$ cat config.mk
export PLATFORM = sky130hd
export DESIGN_NAME = reset_strap_config_latch
export DESIGN_NICKNAME = d
export VERILOG_FILES = /design/src/strap_latch_pkg.sv /design/src/strap_pad_cell.sv /design/src/reset_strap_config_latch.sv
export VERILOG_INCLUDE_DIRS = /design/src
export SDC_FILE = /design/constraint.sdc
export NUM_CORES = 1
export LEC_CHECK = 0
export BUFFER_PORTS_ARGS = -buffer_cell sky130_fd_sc_hd__buf_2
export CAP_MARGIN = 20
export CORE_UTILIZATION = 25
export CTS_CLUSTER_SIZE = 14
export DETAILED_ROUTE_END_ITERATION = 16
export GPL_ROUTABILITY_DRIVEN = 0
export GPL_TIMING_DRIVEN = 0
export PLACE_DENSITY = 0.6
export REMOVE_ABC_BUFFERS = 1
export SETUP_SLACK_MARGIN = 0.5
export SYNTH_ARGS = -nofsm -noshare
export SYNTH_HDL_FRONTEND = slang
export SYNTH_HIERARCHICAL = 1
export SYNTH_SLANG_ARGS = --single-unit
$ cat constraint.sdc
create_clock -name CLK -period 1.68 [get_ports CLK]
set_clock_uncertainty 0.2 [all_clocks]
set_input_delay 0.252 -clock CLK [delete_from_list [all_inputs] [get_ports CLK]]
set_output_delay 0.252 -clock CLK [all_outputs]
set_load 0.02 [all_outputs]
$ cat src/strap_latch_params.svh
`ifndef STRAP_LATCH_PARAMS_SVH
`define STRAP_LATCH_PARAMS_SVH

// Register offsets (byte addresses)
`define STRAP_STATUS_OFF 8'h00
`define STRAP_CONFIG_OFF 8'h04
`define STRAP_EFFECT_OFF 8'h08

// Strap bit positions in the status register and on the pin vectors
`define STRAP_LDO_BIT 0
`define STRAP_BOOT_BIT 1
`define STRAP_QUAL_BIT 2
`define STRAP_LOG_BIT 3
`define STRAP_SDIO_BIT 4
`define STRAP_COUNT 5

// Internal pull direction per strap, 1 = pull-up; also the reset value of the latches
`define STRAP_PULL_UP_MASK 5'h1A

// Configuration register fields
`define CFG_LDO_OVR_EN_BIT 0
`define CFG_LDO_1V8_BIT 1
`define CFG_SDIO_OVR_EN_BIT 2
`define CFG_SDIO_SAMPLE_BIT 3
`define CFG_SDIO_OUTPUT_BIT 4
`define CFG_WIDTH 5
`define CFG_RESET 5'h00

// Effective-configuration register fields
`define EFF_FLASH_BIT 0
`define EFF_BOOT_LSB 1
`define EFF_LOG_BIT 3
`define EFF_SAMPLE_BIT 4
`define EFF_OUTPUT_BIT 5
`define EFF_VALID_BIT 6

`endif

$ cat src/strap_latch_pkg.sv
`default_nettype none

package strap_latch_pkg;

  typedef enum logic [1:0] {
    BOOT_SPI,
    BOOT_DOWNLOAD,
    BOOT_UNDEFINED
  } boot_mode_type;

  typedef enum logic {
    PH_TRACK,
    PH_HELD
  } phase_type;

endpackage

`default_nettype wire

$ cat src/strap_pad_cell.sv
`timescale 1ns/1ns
`default_nettype none

module strap_pad_cell #(
  parameter logic PULL_UP = 1'h0
) (
  input wire logic clk,        // System clock
  input wire logic srst,       // Synchronous reset, active high
  input wire logic track,      // Latch transparent, pad held for strapping
  input wire logic pin_in,     // Resolved pad level
  input wire logic func_out,   // Normal-function output value
  input wire logic func_oe,    // Normal-function output enable, active high
  output logic pin_out,        // Pad output value
  output logic pin_oe_n,       // Pad output enable, low while driving
  output logic pull_en,        // Internal weak pull applied
  output logic func_in,        // Pad level seen by the normal function
  output logic strap_bit       // Latched strap value
);

  // Latch follows the pad while tracking and freezes on the last tracking edge
  always_ff @(posedge clk) begin
    if (srst) begin
      strap_bit <= PULL_UP;
    end else if (track) begin
      strap_bit <= pin_in;
    end
  end

  // Pad stays undriven with its weak pull until the straps are held
  always_ff @(posedge clk) begin
    if (srst) begin
      pull_en <= 1'h1;
      pin_oe_n <= 1'h1;
      pin_out <= 1'h0;
      func_in <= 1'h0;
    end else if (track) begin
      pull_en <= 1'h1;
      pin_oe_n <= 1'h1;
      pin_out <= 1'h0;
      func_in <= 1'h0;
    end else begin
      pull_en <= 1'h0;
      pin_oe_n <= ~func_oe;
      pin_out <= func_out;
      func_in <= pin_in;
    end
  end

endmodule

`default_nettype wire

$ cat src/reset_strap_config_latch.sv
// Functional notes
// - Five strap inputs latched and readable as five status register bits.
// - Straps sampled on reset release and held until the next reset (EN low or SRST).
// - During reset each strap pad has its weak pull; floating reads default.
// - After capture pads return to normal function; latched values unaffected.
// - LDO strap: 0 selects 3.3 V flash supply, 1 selects 1.8 V.
// - Boot-select 1 gives SPI boot; boot-select 0 and qualify 0 give download.
// - Log strap 1 enables boot log on transmit line, 0 keeps it silent.
// - Log and SDIO-edge straps pick SDIO sampling and output edges.
// - Firmware may override flash voltage and SDIO timing after boot.
`timescale 1ns/1ns
`default_nettype none
`include "strap_latch_params.svh"

module reset_strap_config_latch
  import strap_latch_pkg::*;
(
  input wire logic CLK,                 // 100 MHz system clock
  input wire logic SRST,                // Synchronous reset, active high
  input wire logic EN,                  // Module enable, active high
  input wire logic [7:0] ADDR,          // Register address
  input wire logic [31:0] WDATA,        // Register write data
  input wire logic WR,                  // Write strobe
  input wire logic RD,                  // Read strobe
  output logic [31:0] RDATA,            // Read data, cycle after RD
  input wire logic [4:0] STRAP_PIN_IN,  // Strap pad levels
  output logic [4:0] STRAP_PIN_OUT,     // Strap pad output values
  output logic [4:0] STRAP_PIN_OE_N,    // Strap pad output enables, low drives
  output logic [4:0] STRAP_PULL_EN,     // Weak pull enables
  input wire logic [4:0] FUNC_OUT,      // Normal-function outputs to pads
  input wire logic [4:0] FUNC_OE,       // Normal-function output enables
  output logic [4:0] FUNC_IN,           // Pad levels to normal functions
  output logic STRAPS_VALID,            // Straps captured and held
  output logic FLASH_VDD_1V8,           // Flash supply 1.8 V when high, else 3.3 V
  output boot_mode_type BOOT_MODE,      // Decoded boot source
  output logic BOOT_LOG_EN,             // Boot log enabled on transmit line
  output logic SDIO_SAMPLE_RISE,        // SDIO slave samples on rising edge
  output logic SDIO_OUTPUT_RISE         // SDIO slave drives on rising edge
);

  phase_type phase_reg;
  phase_type phase_next;
  logic [4:0] strap_bits;
  logic [`CFG_WIDTH-1:0] cfg_reg;
  logic track;
  // Latch reset values double as the pad pull directions
  localparam logic [4:0] PULL_MASK = `STRAP_PULL_UP_MASK;

  function automatic boot_mode_type decode_boot(input logic sel, input logic qual);
    if (sel) begin
      return BOOT_SPI;
    end else if (!qual) begin
      return BOOT_DOWNLOAD;
    end else begin
      return BOOT_UNDEFINED;
    end
  endfunction

  function automatic logic [31:0] read_mux(input logic [7:0] addr,
                                           input logic [4:0] straps,
                                           input logic [`CFG_WIDTH-1:0] cfg,
                                           input logic [6:0] eff);
    case (addr)
      `STRAP_STATUS_OFF: read_mux = {27'h0000000, straps};
      `STRAP_CONFIG_OFF: read_mux = {27'h0000000, cfg};
      `STRAP_EFFECT_OFF: read_mux = {25'h0000000, eff};
      default: read_mux = 32'h00000000;
    endcase
  endfunction

  // Capture phase: a new low on the enable reopens the latches
  always_comb begin
    phase_next = phase_reg;
    case (phase_reg)
      PH_TRACK: if (EN) phase_next = PH_HELD;
      PH_HELD: if (!EN) phase_next = PH_TRACK;
      default: phase_next = PH_TRACK;
    endcase
  end

  always_ff @(posedge CLK) begin
    if (SRST) begin
      phase_reg <= PH_TRACK;
    end else begin
      phase_reg <= phase_next;
    end
  end

  assign track = (phase_reg == PH_TRACK);

  genvar gi;
  generate
    for (gi = 0; gi < `STRAP_COUNT; gi++) begin : g_pad
      strap_pad_cell #(
        .PULL_UP(PULL_MASK[gi])
      ) u_pad (
        .clk(CLK),
        .srst(SRST),
        .track(track),
        .pin_in(STRAP_PIN_IN[gi]),
        .func_out(FUNC_OUT[gi]),
        .func_oe(FUNC_OE[gi]),
        .pin_out(STRAP_PIN_OUT[gi]),
        .pin_oe_n(STRAP_PIN_OE_N[gi]),
        .pull_en(STRAP_PULL_EN[gi]),
        .func_in(FUNC_IN[gi]),
        .strap_bit(strap_bits[gi])
      );
    end
  endgenerate

  // Overrides are only taken once booted; a re-entry into reset drops them
  always_ff @(posedge CLK) begin
    if (SRST || track) begin
      cfg_reg <= `CFG_RESET;
    end else if (WR && ADDR == `STRAP_CONFIG_OFF) begin
      cfg_reg <= WDATA[`CFG_WIDTH-1:0];
    end
  end

  // Effective boot configuration
  always_ff @(posedge CLK) begin
    if (SRST) begin
      STRAPS_VALID <= 1'h0;
      FLASH_VDD_1V8 <= 1'h0;
      BOOT_MODE <= BOOT_SPI;
      BOOT_LOG_EN <= 1'h1;
      SDIO_SAMPLE_RISE <= 1'h1;
      SDIO_OUTPUT_RISE <= 1'h1;
    end else begin
      STRAPS_VALID <= (phase_reg == PH_HELD);
      FLASH_VDD_1V8 <= cfg_reg[`CFG_LDO_OVR_EN_BIT] ? cfg_reg[`CFG_LDO_1V8_BIT]
                                                    : strap_bits[`STRAP_LDO_BIT];
      BOOT_MODE <= decode_boot(strap_bits[`STRAP_BOOT_BIT],
                               strap_bits[`STRAP_QUAL_BIT]);
      BOOT_LOG_EN <= strap_bits[`STRAP_LOG_BIT];
      SDIO_SAMPLE_RISE <= cfg_reg[`CFG_SDIO_OVR_EN_BIT] ? cfg_reg[`CFG_SDIO_SAMPLE_BIT]
                                                       : strap_bits[`STRAP_LOG_BIT];
      SDIO_OUTPUT_RISE <= cfg_reg[`CFG_SDIO_OVR_EN_BIT] ? cfg_reg[`CFG_SDIO_OUTPUT_BIT]
                                                       : strap_bits[`STRAP_SDIO_BIT];
    end
  end

  // Read data stand only in the cycle after the strobe
  always_ff @(posedge CLK) begin
    if (SRST) begin
      RDATA <= 32'h00000000;
    end else if (RD) begin
      RDATA <= read_mux(ADDR, strap_bits, cfg_reg,
                        {STRAPS_VALID, SDIO_OUTPUT_RISE, SDIO_SAMPLE_RISE, BOOT_LOG_EN,
                         BOOT_MODE, FLASH_VDD_1V8});
    end else begin
      RDATA <= 32'h00000000;
    end
  end
endmodule

`default_nettype wire

==> results.yml <==
sta:
  fin_tns_setup_ps: 0
  hold_slack_ps: 5.68
  finalWorstSetupSlack_ps: 475
  slew_violations: 0
  post-route-period-util: 0.717
  min_period_ps: 1210
  max_freq_mhz: 830
  rsz0062_at_grt: "true"
  setup_viol: 0
  final_hold_viol_count: 0
worst_setup_path:
  r2r_start: "phase_reg$_SDFF_PP0_"
  start_kind: "flip-flop"
  crit_chain: "buf_6"
  rr_endpoint: "g_pad[1].u_pad/strap_bit$_SDFFE_PP1P_"
  worst-path-stages: 1
  slowest_stage: "dfxtp_2"
  crit_start: "SDIO_OUTPUT_RISE$_SDFF_PP1_"
  critPathCaptureType: "primary output"
  r2r_cells: 3
  path_max_fanout: 2
  worst-path-buf-inv: 1
  critical-path-max-stage-delay_ps: 350
  crit_type: "flip-flop to primary output"
  crit_family: "flip-flops"
  r2r_slack_ps: 500
  cp.arrival_ps: 750
  required_ps: 1230
  endpoint: "SDIO_OUTPUT_RISE"
synth:
  synth-xor-area-share: 0
  synth_compound_area_frac: 0.0519
  synth_warnings: 6
  ys_seq_area_frac: 0.533
  yosysUniqueCellTypes: 23
  synth_top_cells_by_area: "dfxtp_1, buf_4, mux2i_1"
  synth_top_area_share: 0.533
  synth_fa_ha_area_frac: 0
  synth_top_family_by_area: "simple AND/OR/NAND/NOR gates"
  syn_inst: 159
  synth-simple-area-share: 0.199
  synth_top_cell_by_area: "dfxtp_1"
  syn_area_per_cell_um2: 10.6
  ys_ff_latch: 45
  synth_area_um2: 1690
  muxShareOfSynthArea: 0.0770
final_layout:
  drive_gt1_frac: 0.494
  finalNetCount: 312
  top_register: "RDATA"
  antennaDiodeCount: 0
  num-fill-cells: 644
  area_delta_synth_final_pct: 56.6
  largest_reg_flops: 7
cts:
  htreeDepth: 2
  clk_pin_slew_worst_paths_ps: 90
  tritoncts: "built"
  cts_buffers: 5
  root_buffer: "clkbuf_8"
  clk_path_buf_depth: 2
  cts.sinks: 45
  clk_latency_ps: 290
grt:
  antenna_found_initial: 0
  grt_pass1_vias: 1365
  grt_max_degree: 21
  grt_first_pass_wirelength_mm: 6.20
  overflow: 0
  track_usage: 0.112
route:
  drc: 8
  drt_iter0_markers: 53
  wl_per_cell_um: 11.5
  num_vias: 1321
  firstDrtPassIters: 10
  postRouteAntennaNets: 0
  drt-vias-per-instance: 4.00
  wl_mm: 3.79
floorplanning:
  io_pins: 119
  dieHeight_um: 84.2
  initial_core_util: 0.263
  dieArea_um2: 7090
  rows: 29
  fp.dieW_um: 84.2
  placeableCoreArea_um2: 6420
pwr:
  ir_drop_mv: 0.313
  p_per_area_nw_per_um2: 820
  p_sw_frac: 0.253
  switching_power_mw: 0.548
  comb_power_share: 0.143
  internal_power_mw: 1.62
  seqPwrFrac: 0.517
  total_power_mw: 2.17
  power_frac_clock: 0.341
  p_leak_nw: 1.21
status:
  violations: "DRC"
  outcome: "finished, violations left"
place:
  port_buffers: 66
  dpl_worst_slack_ps: -33.3
  place_hpwl_mm: 2.54
job:
  maxCapViolations: 0
worst_hold_path:
  hold_class: "input pin to flip-flop"
[power groups by stage]
stage	clock (mW)	combinational [mW]	sequential [mW]
after floorplan	0	0.112	1.16
after global placement	0	0.228	1.14
after detailed placement	0	0.230	1.14
after CTS	0.767	0.300	1.12
after global routing	0.807	0.333	1.13
final	0.738	0.309	1.12
[cell families (layout without fill, tap and decap cells)]
| logic type | count (synthesis) | count (layout) |
|---|---|---|
| AO/OA/AOI/OAI | 10 | 10 |
| buffers and inverters | 34 | 103 |
| flip-flops | 45 | 45 |
| multiplexers | 13 | 13 |
| other | 1 | 25 |
| AND/OR/NAND/NOR | 56 | 57 |
[worst reg2reg max path, delay by kind of cell, from the launching register on]
kind	cells	cell delay [ps]
flip-flops	1	380
buffers and inverters	2	250
AO/OA/AOI/OAI	1	250
[routing by layer]
layer	wire length (µm)	track usage	part of all wire
met5	0	0	0
met3	277	0.0324	0.073
met2	1890	0.205	0.50
met4	56	0.0470	0.015
met1	1560	0.121	0.41
[worst min path at each step]
stage	start	end	slack, ps	depth (start not counted)
after floorplan	FUNC_OE[0]	g_pad[0].u_pad/pin_oe_n$_SDFF_PP1_	110	1
after global placement	FUNC_OE[4]	g_pad[4].u_pad/pin_oe_n$_SDFF_PP1_	210	2
after detailed placement	FUNC_OE[0]	g_pad[0].u_pad/pin_oe_n$_SDFF_PP1_	210	2
after CTS	WDATA[3]	cfg_reg[3]$_SDFFE_PP0P_	4	3
after global routing	WDATA[3]	cfg_reg[3]$_SDFFE_PP0P_	20	3
final	WDATA[3]	cfg_reg[3]$_SDFFE_PP0P_	6	3
[cell usage after synthesis, drive strengths merged]
cell type,instances
a211o,5
a2bb2oi,5
and2,10
and2b,1
and4b,3
buf,27
clkbuf,1
conb,1
dfxtp,45
inv,6
mux2i,13
nand2,15
nand4,1
nand4b,1
nor2,14
nor2b,7
nor3,1
nor3b,1
nor4,1
or2,1
[what timing repair did]
action | in CTS | in global routing
gates resized for setup | 108 | 10
cloned | 0 | 1
hold endpoints to repair | 23 | 0
hold buffers | 20 | 0
setup buffers | 3 | 0
setup endpoints to repair | 65 | 62
pin swaps | 0 | 13
[placed cells by master, fill, tap and decap left out, drive strengths merged, types with 3 or more instances in the layout]
cell / Yosys / layout
and2: 10 / 10
dfxtp: 45 / 45
nor2: 14 / 14
and4b: 3 / 3
nand2: 15 / 15
dlygate4sd3: 0 / 19
buf: 27 / 68
a211o: 5 / 5
a2bb2oi: 5 / 5
inv: 6 / 5
nor2b: 7 / 8
clkbuf: 1 / 8
mux2i: 13 / 13
conb: 1 / 25
[final cells by class]
| cell class | count | area [µm²] | area share |
|---|---|---|---|
| sequential | 45 | 947 | 0.358 |
| timing repair buffer | 89 | 782 | 0.296 |
| multi-input combinational | 105 | 692 | 0.262 |
| clock buffer | 7 | 96.3 | 0.0364 |
| tap | 77 | 96.3 | 0.0364 |
| inverter | 6 | 26.3 | 0.00993 |
| clock inverter | 1 | 5.00 | 0.00189 |
[per-stage QoR]
| stage | cell area, µm² | cells | util |
|---|---|---|---|
| final | 2650 | 330 | 0.412 |
| after global routing | 2650 | 330 | 0.412 |
| after CTS | 2600 | 329 | 0.404 |
| after detailed placement | 2000 | 298 | 0.311 |
| after global placement | 2000 | 298 | 0.311 |
| after floorplan | 1570 | 155 | - |
Power figures use the tool's default switching activity.
